===== config.mk =====
export PLATFORM = sky130hd
export DESIGN_NAME = rtc_regs
export DESIGN_NICKNAME = d
export VERILOG_FILES = /design/src/rtc_pkg.sv /design/src/rtc_regs.sv
export VERILOG_INCLUDE_DIRS = /design/src
export SDC_FILE = /design/constraint.sdc
export NUM_CORES = 1
export LEC_CHECK = 0
export ABC_AREA = 1
export BUFFER_PORTS_ARGS = -buffer_cell sky130_fd_sc_hd__buf_2
export CAP_MARGIN = 20
export CORE_UTILIZATION = 50
export DETAILED_ROUTE_END_ITERATION = 8
export PLACE_DENSITY = 0.68
export SYNTH_ARGS = -nofsm -noshare
export SYNTH_HDL_FRONTEND = slang
export SYNTH_SLANG_ARGS = --single-unit

===== constraint.sdc =====
create_clock -name aclk -period 2.9 [get_ports aclk]
set_input_delay 0.29 -clock aclk [delete_from_list [all_inputs] [get_ports aclk]]
set_output_delay 0.29 -clock aclk [all_outputs]
set_load 0.01 [all_outputs]

===== src/rtc_map.svh =====
// register indexes, field positions, reset values and timing counts
// assumes byte address = 4 * index on a 32-bit register bus
`ifndef RTC_MAP_SVH
`define RTC_MAP_SVH
// register indexes
`define IDX_SEC    6'h10
`define IDX_MIN    6'h11
`define IDX_HOUR   6'h12
`define IDX_WDAY   6'h13
`define IDX_DAY    6'h14
`define IDX_MON    6'h15
`define IDX_YEAR   6'h16
`define IDX_RSV_A  6'h17
`define IDX_AL_MIN 6'h18
`define IDX_AL_HR  6'h19
`define IDX_AL_DAY 6'h1A
`define IDX_TMR_LO 6'h1B
`define IDX_TMR_HI 6'h1C
`define IDX_FSEL   6'h1D
`define IDX_FLAGS  6'h1E
`define IDX_CTRL   6'h1F
`define IDX_RAM_LO 6'h20
`define IDX_RAM_HI 6'h2F
`define IDX_RSV_B  6'h30
`define IDX_RSV_C  6'h31
`define IDX_IRQC   6'h32
// field positions
`define B_UF    5
`define B_TF    4
`define B_AF    3
`define B_VLF   1
`define B_STOP  6
`define B_UIE   5
`define B_TIE   4
`define B_AIE   3
`define B_TIMER_HALT  2
`define B_UPDATE_PERIOD_SELECT  5
`define B_TE    4
`define B_ALARM_DAY_MODE_SELECT  3
`define B_TIMER_IRQ_ROUTE 2
`define B_AE    7
// stored-bit masks; other bits read zero
`define M_SEC   8'h7F
`define M_HOUR  8'h3F
`define M_MON   8'h1F
`define M_FLAGS 8'h3A
`define M_CTRL  8'h7F
`define M_RSV_C 8'h1F
`define M_IRQC  8'h77
// reset value of the flag register: loss flag up
`define RST_FLAGS 8'h02
// timing
`define CLK_HZ  27'h2625A00
`define XTAL_HZ 17'h08000
`define RESP_OK 2'h0
`define RESP_ERR 2'h2
`endif


===== src/rtc_pkg.sv =====
// types shared by the real-time clock register block
// assumes rtc_map.svh supplies the constants
package rtc_pkg;
  // pin drive levels, all registered
  typedef struct packed {
    logic clk_out;  // crystal-derived square wave
    logic one_oe;   // pulls interrupt pin one low
    logic two_oe;   // pulls interrupt pin two low
  } pins_t;
  // write channel handshake states
  typedef enum logic [2:0] {
    WR_IDLE = 3'b001,
    WR_PART = 3'b010,
    WR_RESP = 3'b100
  } wr_phase_t;
  // complete state of the block
  typedef struct packed {
    logic [7:0]       sec, min, hour, wday, day, mon, year, rsv_a;
    logic [7:0]       al_min, al_hr, al_day, tmr_lo, tmr_hi;
    logic [7:0]       fsel, flags, ctrl, rsv_b, rsv_c, irqc;
    logic [15:0][7:0] ram;
    logic [25:0]      acc;
    logic             half;
    logic [14:0]      pre;
    logic             pend;
    logic [15:0]      tmr_cnt;
    pins_t            pins;
    wr_phase_t        wph;
    logic             aw_held, w_held, wen;
    logic [5:0]       waddr;
    logic [7:0]       wdata, rdata;
    logic [1:0]       bresp, rresp;
    logic             rvalid;
  } state_t;
endpackage


===== src/rtc_regs.sv =====
// real-time clock register bank, counters, alarm, timer and pin drive
// assumes an AXI4-Lite master on aclk, registers at byte address 4*index
// Function
// update event sets flag, pulls pin one
// supply drop sets oscillator loss flag
// crystal-rate square wave on either pin
// BCD time and calendar at consecutive offsets
// alarm match registers with per-field enable
// sixteen free user RAM bytes
// 16-bit timer preset from two bytes
// timer off, preset bytes act as RAM
// two-bit rate select or inhibit output
// update period per second or minute
// write-prohibited bits ignored, read zero
// marked alarm bits are free RAM
// software writes fixed reserved setting data
// power-on reset sets oscillator loss flag
// software initialises after loss flag seen
// software avoids invalid dates and times
// test bits written zero, masked on read
// halt freezes time, alarm, update events
// halt stops slow timer sources
// halt keeps only crystal-rate output
// year multiple of four is leap
// carries held during bus access
// route picks pin for clock output
// weekday one-hot, rotates once per day
// flags stay until software writes zero
// BCD fields masked, unused bits zero
`include "rtc_map.svh"
module rtc_regs #(
  parameter logic [16:0] XTAL_STEP = 17'(2 * `XTAL_HZ)  // half-period rate
) (
  input  wire logic        aclk,
  input  wire logic        aresetn,
  input  wire logic [7:0]  awaddr,
  input  wire logic        awvalid,
  output logic             awready,
  input  wire logic [31:0] wdata,
  input  wire logic [3:0]  wstrb,
  input  wire logic        wvalid,
  output logic             wready,
  output logic [1:0]       bresp,
  output logic             bvalid,
  input  wire logic        bready,
  input  wire logic [7:0]  araddr,
  input  wire logic        arvalid,
  output logic             arready,
  output logic [31:0]      rdata,
  output logic [1:0]       rresp,
  output logic             rvalid,
  input  wire logic        rready,
  input  wire logic        supply_drop,
  output logic             clock_out_signal,
  output logic             irq_pin_one_o,
  output logic             irq_pin_one_oe,
  output logic             irq_pin_two_o,
  output logic             irq_pin_two_oe
);
  rtc_pkg::state_t s;         // registered state
  rtc_pkg::state_t n;         // next state
  logic [26:0]     acc_sum;   // accumulator plus step
  logic            xt_tick;   // one 32768 Hz tick
  logic            sec_tick;  // prescaler wrap
  logic            busy;      // bus access under way
  logic            halted;    // timekeeping stopped
  logic            step;      // apply held second carry
  logic            min_c;     // minute rolled over
  logic            hr_c;      // hour rolled over
  logic            day_c;     // day rolled over
  logic            leap;      // current year is leap
  logic [7:0]      dim;       // last day of month
  logic            al_hit;    // alarm fields all match
  logic            tsrc;      // timer source tick
  logic            tstop;     // timer count held
  logic            clk_lvl;   // selected output level
  logic            aw_have;   // address present
  logic            w_have;    // data present
  logic            wr_go;     // perform register write
  logic [5:0]      widx;      // write index
  logic [7:0]      wd;        // write byte
  logic            wstb;      // low byte lane enabled
  logic [7:0]      keep;      // flag write mask
  logic            uf_set;    // update event
  logic            tf_set;    // timer event
  logic            af_set;    // alarm event

  // decimal increment of a two-digit BCD byte
  function automatic logic [7:0] bcd_inc(input logic [7:0] v);
    bcd_inc = (v[3:0] == 4'h9) ? {v[7:4] + 4'h1, 4'h0} : v + 8'h01;
  endfunction

  // register read value; unmapped and prohibited bits give zero
  function automatic logic [7:0] rd_val(input rtc_pkg::state_t q, input logic [5:0] i);
    rd_val = 8'h00;
    if (i >= `IDX_RAM_LO && i <= `IDX_RAM_HI) begin
      rd_val = q.ram[i[3:0]];
    end else begin
      unique case (i)
        `IDX_SEC:    rd_val = q.sec;
        `IDX_MIN:    rd_val = q.min;
        `IDX_HOUR:   rd_val = q.hour;
        `IDX_WDAY:   rd_val = q.wday;
        `IDX_DAY:    rd_val = q.day;
        `IDX_MON:    rd_val = q.mon;
        `IDX_YEAR:   rd_val = q.year;
        `IDX_RSV_A:  rd_val = q.rsv_a;
        `IDX_AL_MIN: rd_val = q.al_min;
        `IDX_AL_HR:  rd_val = q.al_hr;
        `IDX_AL_DAY: rd_val = q.al_day;
        `IDX_TMR_LO: rd_val = q.tmr_lo;
        `IDX_TMR_HI: rd_val = q.tmr_hi;
        `IDX_FSEL:   rd_val = q.fsel;
        `IDX_FLAGS:  rd_val = q.flags;
        `IDX_CTRL:   rd_val = q.ctrl;
        `IDX_RSV_B:  rd_val = q.rsv_b;
        `IDX_RSV_C:  rd_val = q.rsv_c;
        `IDX_IRQC:   rd_val = q.irqc;
        default:     rd_val = 8'h00;
      endcase
    end
  endfunction

  // mapped index window
  function automatic logic mapped(input logic [5:0] i);
    mapped = (i >= `IDX_SEC) && (i <= `IDX_IRQC);
  endfunction

  // handshake outputs straight from state
  assign awready = !s.aw_held && (s.wph != rtc_pkg::WR_RESP);
  assign wready  = !s.w_held && (s.wph != rtc_pkg::WR_RESP);
  assign bvalid  = (s.wph == rtc_pkg::WR_RESP);
  assign bresp   = s.bresp;
  assign arready = !s.rvalid;
  assign rvalid  = s.rvalid;
  assign rresp   = s.rresp;
  assign rdata   = {24'h000000, s.rdata};
  assign clock_out_signal = s.pins.clk_out;
  // open-drain pins only ever pull low
  assign irq_pin_one_o  = 1'b0;
  assign irq_pin_one_oe = s.pins.one_oe;
  assign irq_pin_two_o  = 1'b0;
  assign irq_pin_two_oe = s.pins.two_oe;

  // next-state logic for the whole block
  always_comb begin
    n = s;
    // crystal tick from a fractional accumulator on aclk
    acc_sum = {1'b0, s.acc} + {10'h000, XTAL_STEP};
    xt_tick = 1'b0;
    if (acc_sum >= `CLK_HZ) begin
      n.acc  = 26'(acc_sum - `CLK_HZ);
      n.half = !s.half;
      xt_tick = s.half;
    end else begin
      n.acc = acc_sum[25:0];
    end
    if (xt_tick) begin
      n.pre = s.pre + 15'h0001;
    end
    sec_tick = xt_tick && (s.pre == 15'h7FFF);
    halted   = s.ctrl[`B_STOP];
    busy     = awvalid || arvalid || s.aw_held || s.w_held
            || (s.wph == rtc_pkg::WR_RESP) || s.rvalid;
    // hold carry during access
    if (sec_tick && !halted) begin
      n.pend = 1'b1;
    end
    // halt freezes counting
    step  = s.pend && !busy && !halted;
    min_c = 1'b0;
    hr_c  = 1'b0;
    day_c = 1'b0;
    // leap years by BCD digits
    leap = s.year[4] ? (s.year[3:0] == 4'h2 || s.year[3:0] == 4'h6)
                     : (s.year[3:0] == 4'h0 || s.year[3:0] == 4'h4 || s.year[3:0] == 4'h8);
    unique case (s.mon)
      8'h02:                      dim = leap ? 8'h29 : 8'h28;
      8'h04, 8'h06, 8'h09, 8'h11: dim = 8'h30;
      default:                    dim = 8'h31;
    endcase
    // carry chain through BCD counters
    if (step) begin
      n.pend = sec_tick;
      n.sec  = (s.sec == 8'h59) ? 8'h00 : bcd_inc(s.sec);
      min_c  = (s.sec == 8'h59);
      if (min_c) begin
        n.min = (s.min == 8'h59) ? 8'h00 : bcd_inc(s.min);
        hr_c  = (s.min == 8'h59);
      end
      if (hr_c) begin
        n.hour = (s.hour == 8'h23) ? 8'h00 : bcd_inc(s.hour);
        day_c  = (s.hour == 8'h23);
      end
      if (day_c) begin
        // one-hot weekday rotate
        n.wday = {1'b0, s.wday[5:0], s.wday[6]};
        n.day  = (s.day == dim) ? 8'h01 : bcd_inc(s.day);
        if (s.day == dim) begin
          n.mon = (s.mon == 8'h12) ? 8'h01 : bcd_inc(s.mon);
          if (s.mon == 8'h12) begin
            n.year = (s.year == 8'h99) ? 8'h00 : bcd_inc(s.year);
          end
        end
      end
    end
    // update period choice
    uf_set = step && (s.fsel[`B_UPDATE_PERIOD_SELECT] ? min_c : 1'b1);
    // alarm compare on each new minute; enable bit set drops the field
    al_hit = (s.al_min[`B_AE] || s.al_min[6:0] == n.min[6:0])
          && (s.al_hr[`B_AE] || s.al_hr[5:0] == n.hour[5:0])
          && (s.al_day[`B_AE] || (s.fsel[`B_ALARM_DAY_MODE_SELECT] ? (s.al_day[5:0] == n.day[5:0])
                                                  : ((s.al_day[6:0] & n.wday[6:0]) != 7'h00)));
    af_set = min_c && al_hit;
    // timer source taps: 4096 Hz, 64 Hz, 1 Hz, minute, hour
    unique case (s.fsel[2:0])
      3'h0:    tsrc = xt_tick && (s.pre[2:0] == 3'h7);
      3'h1:    tsrc = xt_tick && (s.pre[8:0] == 9'h1FF);
      3'h2:    tsrc = sec_tick;
      3'h3:    tsrc = step && min_c;
      3'h4:    tsrc = step && hr_c;
      default: tsrc = 1'b0;
    endcase
    // halt holds the slow sources
    tstop  = s.ctrl[`B_TIMER_HALT] || (halted && s.fsel[2:0] != 3'h0);
    tf_set = 1'b0;
    // reload from the 16-bit preset
    if (!s.fsel[`B_TE]) begin
      n.tmr_cnt = {s.tmr_hi, s.tmr_lo};
    end else if (tsrc && !tstop) begin
      if (s.tmr_cnt <= 16'h0001) begin
        tf_set    = 1'b1;
        n.tmr_cnt = {s.tmr_hi, s.tmr_lo};
      end else begin
        n.tmr_cnt = s.tmr_cnt - 16'h0001;
      end
    end
    // AXI write: address and data in either order
    aw_have = s.aw_held || (awvalid && awready);
    w_have  = s.w_held || (wvalid && wready);
    widx    = s.aw_held ? s.waddr : awaddr[7:2];
    wd      = s.w_held ? s.wdata : wdata[7:0];
    wstb    = s.w_held ? s.wen : wstrb[0];
    wr_go   = aw_have && w_have && (s.wph != rtc_pkg::WR_RESP);
    if (awvalid && awready) begin
      n.waddr = awaddr[7:2];
    end
    if (wvalid && wready) begin
      n.wdata = wdata[7:0];
      n.wen   = wstrb[0];
    end
    n.aw_held = aw_have && !wr_go;
    n.w_held  = w_have && !wr_go;
    unique case (s.wph)
      rtc_pkg::WR_IDLE, rtc_pkg::WR_PART: begin
        n.wph = wr_go ? rtc_pkg::WR_RESP
              : ((aw_have || w_have) ? rtc_pkg::WR_PART : rtc_pkg::WR_IDLE);
      end
      rtc_pkg::WR_RESP: begin
        n.wph = bready ? rtc_pkg::WR_IDLE : rtc_pkg::WR_RESP;
      end
      default: n.wph = rtc_pkg::WR_IDLE;
    endcase
    if (wr_go) begin
      n.bresp = mapped(widx) ? `RESP_OK : `RESP_ERR;
    end
    // register writes override counting in the same cycle
    keep = 8'hFF;
    if (wr_go && wstb) begin
      if (widx >= `IDX_RAM_LO && widx <= `IDX_RAM_HI) begin
        // free user bytes
        n.ram[widx[3:0]] = wd;
      end else begin
        // unused BCD bits forced to zero
        unique case (widx)
          `IDX_SEC: begin
            n.sec  = wd & `M_SEC;
            n.pre  = 15'h0000;  // sub-second chain restarts
            n.pend = 1'b0;
          end
          `IDX_MIN:    n.min  = wd & `M_SEC;
          `IDX_HOUR:   n.hour = wd & `M_HOUR;
          `IDX_WDAY:   n.wday = wd & `M_SEC;
          `IDX_DAY:    n.day  = wd & `M_HOUR;
          `IDX_MON:    n.mon  = wd & `M_MON;
          `IDX_YEAR:   n.year = wd;
          `IDX_RSV_A:  n.rsv_a = wd;
          `IDX_AL_MIN: n.al_min = wd;
          // bit 6 kept as plain storage
          `IDX_AL_HR:  n.al_hr = wd;
          `IDX_AL_DAY: n.al_day = wd;
          // preset bytes store freely
          `IDX_TMR_LO: n.tmr_lo = wd;
          `IDX_TMR_HI: n.tmr_hi = wd;
          `IDX_FSEL:   n.fsel = wd;
          `IDX_FLAGS:  keep = wd;
          // test bit never stored
          `IDX_CTRL:   n.ctrl = wd & `M_CTRL;
          `IDX_RSV_B:  n.rsv_b = wd;
          // prohibited bits dropped
          `IDX_RSV_C:  n.rsv_c = wd & `M_RSV_C;
          `IDX_IRQC:   n.irqc = wd & `M_IRQC;
          default:     keep = 8'hFF;
        endcase
      end
    end
    // sticky flags, set beats a clearing write
    n.flags = (s.flags & keep & `M_FLAGS)
            | ({7'h00, uf_set} << `B_UF)
            | ({7'h00, tf_set} << `B_TF)
            | ({7'h00, af_set} << `B_AF)
            | ({7'h00, supply_drop} << `B_VLF);  // loss flag
    // AXI read: one cycle to data, held until taken
    if (arvalid && arready) begin
      n.rvalid = 1'b1;
      n.rdata  = rd_val(s, araddr[7:2]);
      n.rresp  = mapped(araddr[7:2]) ? `RESP_OK : `RESP_ERR;
    end else if (s.rvalid && rready) begin
      n.rvalid = 1'b0;
    end
    // rate select; R20 only crystal rate while halted
    unique case (s.fsel[7:6])
      2'h0:    clk_lvl = s.half;
      2'h1:    clk_lvl = !halted && s.pre[4];
      2'h2:    clk_lvl = !halted && s.pre[14];
      default: clk_lvl = 1'b1;
    endcase
    n.pins.clk_out = clk_lvl && (s.fsel[7:6] != 2'h3);
    // route the clock to a pin, else events drive it
    // update, alarm and routed timer events on pin one
    n.pins.one_oe = (s.irqc[1:0] == 2'h0) ? !clk_lvl
                  : ((s.flags[`B_UF] && s.ctrl[`B_UIE]) || (s.flags[`B_AF] && s.ctrl[`B_AIE])
                     || (s.flags[`B_TF] && s.ctrl[`B_TIE] && s.irqc[`B_TIMER_IRQ_ROUTE]));
    n.pins.two_oe = (s.irqc[1:0] == 2'h1) ? !clk_lvl
                  : (s.flags[`B_TF] && s.ctrl[`B_TIE] && !s.irqc[`B_TIMER_IRQ_ROUTE]);
  end

  // state register with synchronous reset
  always_ff @(posedge aclk) begin
    if (!aresetn) begin
      s       <= '0;
      s.wph   <= rtc_pkg::WR_IDLE;
      // power-on sets loss flag
      s.flags <= `RST_FLAGS;
    end else begin
      s <= n;
    end
  end
endmodule


==> results.json, run 1 <==
{
  "postSynthAreaPerCell_um2": 7.014,
  "regToRegSetupSlack_ps": 210,
  "slew_headroom_pct": 21.86,
  "drive_gt1_share_pct": 11.01,
  "synth_cells": 2665,
  "dr.pass1.iters": 7,
  "ant_nets": 0,
  "startpoint": "s[31]",
  "maxCapViolations": 0,
  "nNetsFinal": 2799,
  "required_ps": 3360,
  "final.period_utilization_pct": 92.79,
  "worst_path_largest_cell_delay_ps": 320,
  "ys.flop_type": "dfxtp_1",
  "critical_path_class": "register to register",
  "viasPerCell": 5.710,
  "drc": 0,
  "ir_drop_v": 0.0004656,
  "area_delta_synth_final_pct": 11.32,
  "io_pins": 106,
  "fin_total_pwr_uw": 11470,
  "track_usage_pct": 30.96,
  "h-tree-depth": 2,
  "synthSimpleGateAreaFrac_pct": 19.95,
  "route.detailed.wl_per_inst_um": 18.59,
  "die_h_um": 195.3,
  "synth_compound_area_share_pct": 25.49,
  "die-area_um2": 38160,
  "placed_cell_area_um2": 19330,
  "slew_violations": 0,
  "max_freq_mhz": 371.6,
  "die_w_um": 195.3,
  "clock-root-buffer": "clkbuf_16",
  "clock_skew_ps": 16.59,
  "arrival_ps": 3150,
  "row_count": 70,
  "finalSetupTns_ps": 0,
  "synthTopCellsByArea": "dfxtp_1 38%, o21ai_0 9.5%, a21oi_1 8.5%",
  "finalWirelength_mm": 59.56,
  "synth_xor_area_share_pct": 1.633,
  "ys_async_sr_fraction_pct": 0,
  "n_fill_cell": 3495,
  "cp_max_fo": 18,
  "netlist-cell-type-count": 60,
  "dp_hpwl_mm": 42.78,
  "worst_path_most_repeated_cell": "inv_2",
  "crit_path_end_kind": "register",
  "synth_top_cell_by_area": "dfxtp_1",
  "crit_path_top_delay_cell": "dfxtp_1",
  "clkTransAtPathRegs_ps": 60,
  "syn_area_um2": 18690,
  "synth_adder_area_share_pct": 2.276,
  "antennaDiodeCount": 0,
  "r2r_start": "s[31]",
  "preCtsSetupSlack_ps": 132.3,
  "hold_violations": 0,
  "drt_iter0_drc": 1865,
  "initial_utilization_pct": 50.93,
  "clockBufferDepth": 3,
  "status": "finished, final reports clean",
  "synth.top_cell.area_share_pct": 37.91,
  "setup-violations-final": 0,
  "cts_sinks": 354,
  "grt_pass1_vias": 16565,
  "r2r_cells": 16,
  "cts_inserted_buffers": 40,
  "ys_seq_area_share_pct": 37.91,
  "setup_ws_ps": 209.2,
  "antenna_found_initial": 0,
  "core_area_um2": 36700,
  "final-seq-area_um2": 7088,
  "clock_latency_ps": 570,
  "r2r-end": "s[62]",
  "multi_input_area_um2": 9385,
  "synth_mux_area_share_pct": 0,
  "yosysWarnings": 0,
  "worstMarginPinSlew_ps": 1171,
  "finalCriticalPeriod_ps": 2691,
  "gp_congestion": 1.018,
  "synthMostInstantiatedCell": "inv_1",
  "synth-seq-cells": 354,
  "portBuffers": 46,
  "ys_top_cells_by_count": "374 x inv_1, 355 x o21ai_0, 354 x dfxtp_1",
  "route.vias.total": 18288,
  "synth_top_family_by_area": "compound AO/OA/AOI/OAI gates",
  "grt_overflow": 0,
  "p_per_area_nw_per_um2": 551.5,
  "grt_max_degree": 89,
  "p_leak_uw": 0.008313,
  "hp-class": "input pin to register",
  "critPathLaunchType": "register",
  "crit_path_end": "s[62]",
  "grt_pass1_wl_mm": 92.34,
  "synth_edf_count": 0,
  "finalInstanceArea_um2": 20810,
  "path_cells": "nor2_1 -> nand2_2 -> inv_2 -> nor2_2 -> nand2_1 -> nand2_1 -> inv_2 -> nor3_4 -> nand2_4 -> nor2_8 -> inv_2 -> nor2_2 -> inv_2 -> nand2_2 -> a21oi_1 -> o21a_1",
  "cts_tree": "built"
}
[power by group]
part	internal, µW	switching (µW)	total, µW
Sequential	4950	50.2	5000
Combinational	305	937	1240
Clock	3120	2110	5240
[registers in the layout, indices dropped and copies added, names as in the netlist]
name,cells
bresp,1
clock_out_signal,1
halted,1
irq_pin_one_oe,1
irq_pin_two_oe,1
rdata,8
rresp,1
rvalid,1
s,339
[cell usage in the layout (no fill, tap or decap), types with 28 or more instances in the layout]
cell / netlist / final
ha_1: 34 / 33
dfxtp_1: 354 / 353
nand2_1: 326 / 322
inv_1: 374 / 374
buf_2: 14 / 45
a21oi_1: 317 / 317
nor3_1: 36 / 36
buf_4: 39 / 72
clkbuf_16: 0 / 42
nor2_1: 227 / 224
nand3_1: 112 / 110
o22ai_1: 91 / 91
o21ai_1: 27 / 29
o21ai_0: 355 / 352
conb_1: 1 / 28
[metrics by stage]
stage               hold slack (ps)  util, %  std cells
finish                        7.736    56.70       3203
global route                  23.44    56.70       3203
CTS                           1.802    56.47       3201
detailed placement            442.6    52.67       3125
global placement              435.7    52.67       3125
floorplan                     389.0        -       2692
[worst min-delay path by stage]
| stage | endpoint | slack (ps) | startpoint | depth (start not counted) |
|---|---|---|---|---|
| 4_1_cts | s[25] | 2 | awaddr[6] | 3 |
| 5_1_grt | s[25] | 20 | awaddr[6] | 3 |
| 3_3_place_gp | s[27] | 440 | s[27] | 2 |
| 3_5_place_dp | s[27] | 440 | s[27] | 2 |
| 6_report | s[25] | 8 | awaddr[6] | 3 |
| 2_1_floorplan | s[256] | 390 | supply_drop | 2 |
[worst max-delay path, delay by kind of cell (launching register included)]
| kind | cells | cell delay [ps] |
|---|---|---|
| AND/OR/NAND/NOR | 10 | 1680 |
| flip-flops | 1 | 320 |
| buffers and inverters | 4 | 360 |
| AO/OA/AOI/OAI | 2 | 190 |
[cell type report]
cell class              count  area share (%)
well taps                 468           2.814
clock inverters            16          0.8178
clock buffers              56           5.689
repair buffers            126           4.311
inverters                 398           7.198
multi-input cells        1785           45.11
flip-flops and latches    354           34.06
[kinds of logic (layout without fill, tap and decap cells)]
group                    Yosys count  after routing
AO/OA/AOI/OAI                    874            874
AND/OR/NAND/NOR                  815            815
buffers and inverters            553            596
flip-flops                       354            354
adder cells (fa/ha/maj)           34             34
XOR/XNOR                          34             34
other                              1             28
[repair_timing]
| item | CTS | global route |
|---|---|---|
| buffers inserted | 0 | 2 |
| gates resized for setup | 0 | 20 |
| hold buffers | 4 | 0 |
| endpoints found under the hold margin | 3 | 0 |
| setup endpoints to repair | 0 | 55 |
[metal layers]
metal | track usage, % | part of all wire [%]
met5 | 0 | 0
met4 | 10.82 | 3.2
met3 | 5.561 | 8.6
met2 | 47.18 | 43
met1 | 43.76 | 45
Power figures use the tool's default switching activity.
==> run 2: changes to the inputs <==
Settings changed: MAX_ROUTING_LAYER from default to met4.
==> results.json, run 2 (synthesized netlist as in run 1, its figures left out) <==
{
  "crit_path_end_kind": "register",
  "path_cells": "nor2_1 -> a21oi_2 -> nand2_2 -> nand2_1 -> inv_2 -> nor3_4 -> nand2_4 -> nor2_8 -> nand2_1 -> o21ai_0 -> a21oi_1",
  "route.detailed.wl_per_inst_um": 19.03,
  "die-area_um2": 38160,
  "portBuffers": 46,
  "arrival_ps": 3170,
  "hold-path-endpoint": "s[19]",
  "ir_drop_v": 0.0004970,
  "critPathLaunchType": "register",
  "required_ps": 3330,
  "max_freq_mhz": 363.9,
  "rsz0062_at_grt": "yes",
  "grt_max_degree": 164,
  "drc": 0,
  "final_cell_mix": "374 x inv_1, 354 x o21ai_0, 354 x dfxtp_1",
  "path_depth": 11,
  "pwr-share-comb_pct": 11.0,
  "clockBufferDepth": 3,
  "cts_inserted_buffers": 40,
  "postLayoutCoreUtil_pct": 56.57,
  "antennaDiodeCount": 0,
  "hold_depth": 3,
  "initial_utilization_pct": 50.93,
  "h-tree-depth": 2,
  "p_leak_uw": 0.008274,
  "hold_violations": 0,
  "die_h_um": 195.3,
  "p_per_area_nw_per_um2": 551.7,
  "clock_latency_ps": 570,
  "r2r_cells": 11,
  "track_usage_pct": 32.31,
  "clockPowerShare_pct": 45.4,
  "p_int_uw": 8323,
  "slew_violations": 0,
  "grt_overflow": 0,
  "core_area_um2": 36700,
  "startpoint": "s[31]",
  "worst_path_largest_cell_delay_ps": 440,
  "r2r-end": "s[179]",
  "status": "finished, final reports clean",
  "antenna_found_initial": 1,
  "io_pins": 106,
  "finalWirelength_mm": 60.85,
  "final_common_cell": "inv_1",
  "grt_pass1_wl_mm": 93.35,
  "p_seq_share_pct": 43.6,
  "ant_nets": 0,
  "grt_pass1_vias": 16505,
  "slew_headroom_pct": 44.23,
  "clock_skew_ps": 20.52,
  "worst_path_most_repeated_cell": "nand2_1",
  "final.period_utilization_pct": 94.75,
  "regMostFlops": "s",
  "cts_sinks": 354,
  "crit_path_top_delay_cell": "nand2_1",
  "dp_hpwl_mm": 43.65,
  "nNetsFinal": 2795,
  "min_from": "wvalid",
  "setup-violations-final": 0,
  "regToRegSetupSlack_ps": 150,
  "r2r_start": "s[31]",
  "drive_gt1_share_pct": 10.84,
  "critical_path_class": "register to register",
  "row_count": 70,
  "maxCapViolations": 0,
  "fin_total_pwr_uw": 11450,
  "clock-root-buffer": "clkbuf_16",
  "viasPerCell": 5.782,
  "switchingPower_uw": 3131,
  "route.vias.total": 18490,
  "hp-class": "input pin to register",
  "die_w_um": 195.3,
  "gp_congestion": 0.9900,
  "dr.pass1.iters": 5,
  "finalCriticalPeriod_ps": 2748,
  "area_delta_synth_final_pct": 11.06,
  "switching_share_pct": 27.34,
  "critPathBufInv": 1,
  "critPathTopFamily": "simple AND/OR/NAND/NOR gates",
  "largest_reg_flops": 339,
  "drt_iter0_drc": 1707,
  "worstMarginPinSlew_ps": 835.6,
  "cp_max_fo": 21,
  "cts_tree": "built",
  "clkTransAtPathRegs_ps": 60
}
[run 2: worst max-delay path by stage]
stage,to
2_1_floorplan,s[42]
3_3_place_gp,s[258]
3_5_place_dp,s[41]
4_1_cts,s[258]
5_1_grt,s[176]
6_report,s[179]
[run 2: area by class of cell]
class | count | area, µm²
fillers | 3505 | 15940
inverters | 398 | 1498
well taps | 468 | 585.6
repair buffers | 121 | 872.1
flip-flops and latches | 354 | 7087
clock buffers | 55 | 1157
clock inverters | 16 | 177.7
multi-input cells | 1786 | 9383
[run 2: metrics by stage]
stage | worst slack [ps] | instance area [µm²] | hold slack (ps) | setup TNS [ps] | instances
after floorplan | 541.3 | 18790 | 389.0 | 0 | 2692
after global placement | 187.3 | 19320 | 436.7 | 0 | 3122
after detailed placement | 172.6 | 19350 | 443.4 | 0 | 3123
after CTS | 168.1 | 20690 | 5.394 | 0 | 3195
after global routing | -132.6 | 20760 | 43.90 | -2121 | 3198
final | 152.3 | 20760 | 28.00 | 0 | 3198
[run 2: routing by layer]
metal | GRT usage [%] | vias to the layer above | wire length, µm
met2 | 48.16 | 788 | 26300
met3 | 6.097 | 129 | 5606
met1 | 43.22 | 8625 | 26670
met5 | - | - | 0
li1 | - | 8948 | -
met4 | 12.42 | 0 | 2269
[run 2: worst register-to-register path: stages (launching register included)]
cell and delay [ps]:
dfxtp_1 320, nor2_1 80, a21oi_2 270, nand2_2 90, nand2_1 130, inv_2 70, nor3_4 310, nand2_4 160
nor2_8 400, nand2_1 450, o21ai_0 300, a21oi_1 60
[run 2: power by group through the flow]
stage | combinational (µW) | clock, µW | sequential, µW
global route | 1350 | 5440 | 5000
global placement | 1170 | 0 | 5100
detailed placement | 1220 | 0 | 5100
CTS | 1220 | 5250 | 4990
finish | 1260 | 5200 | 5000
floorplan | 767 | 0 | 5090
[run 2: timing repair]
item                       in CTS  in global routing
hold endpoints to repair        1                  0
setup endpoints to repair       0                 53
hold buffers                    1                  0
resized for setup               0                 13
setup buffers                   0                  2
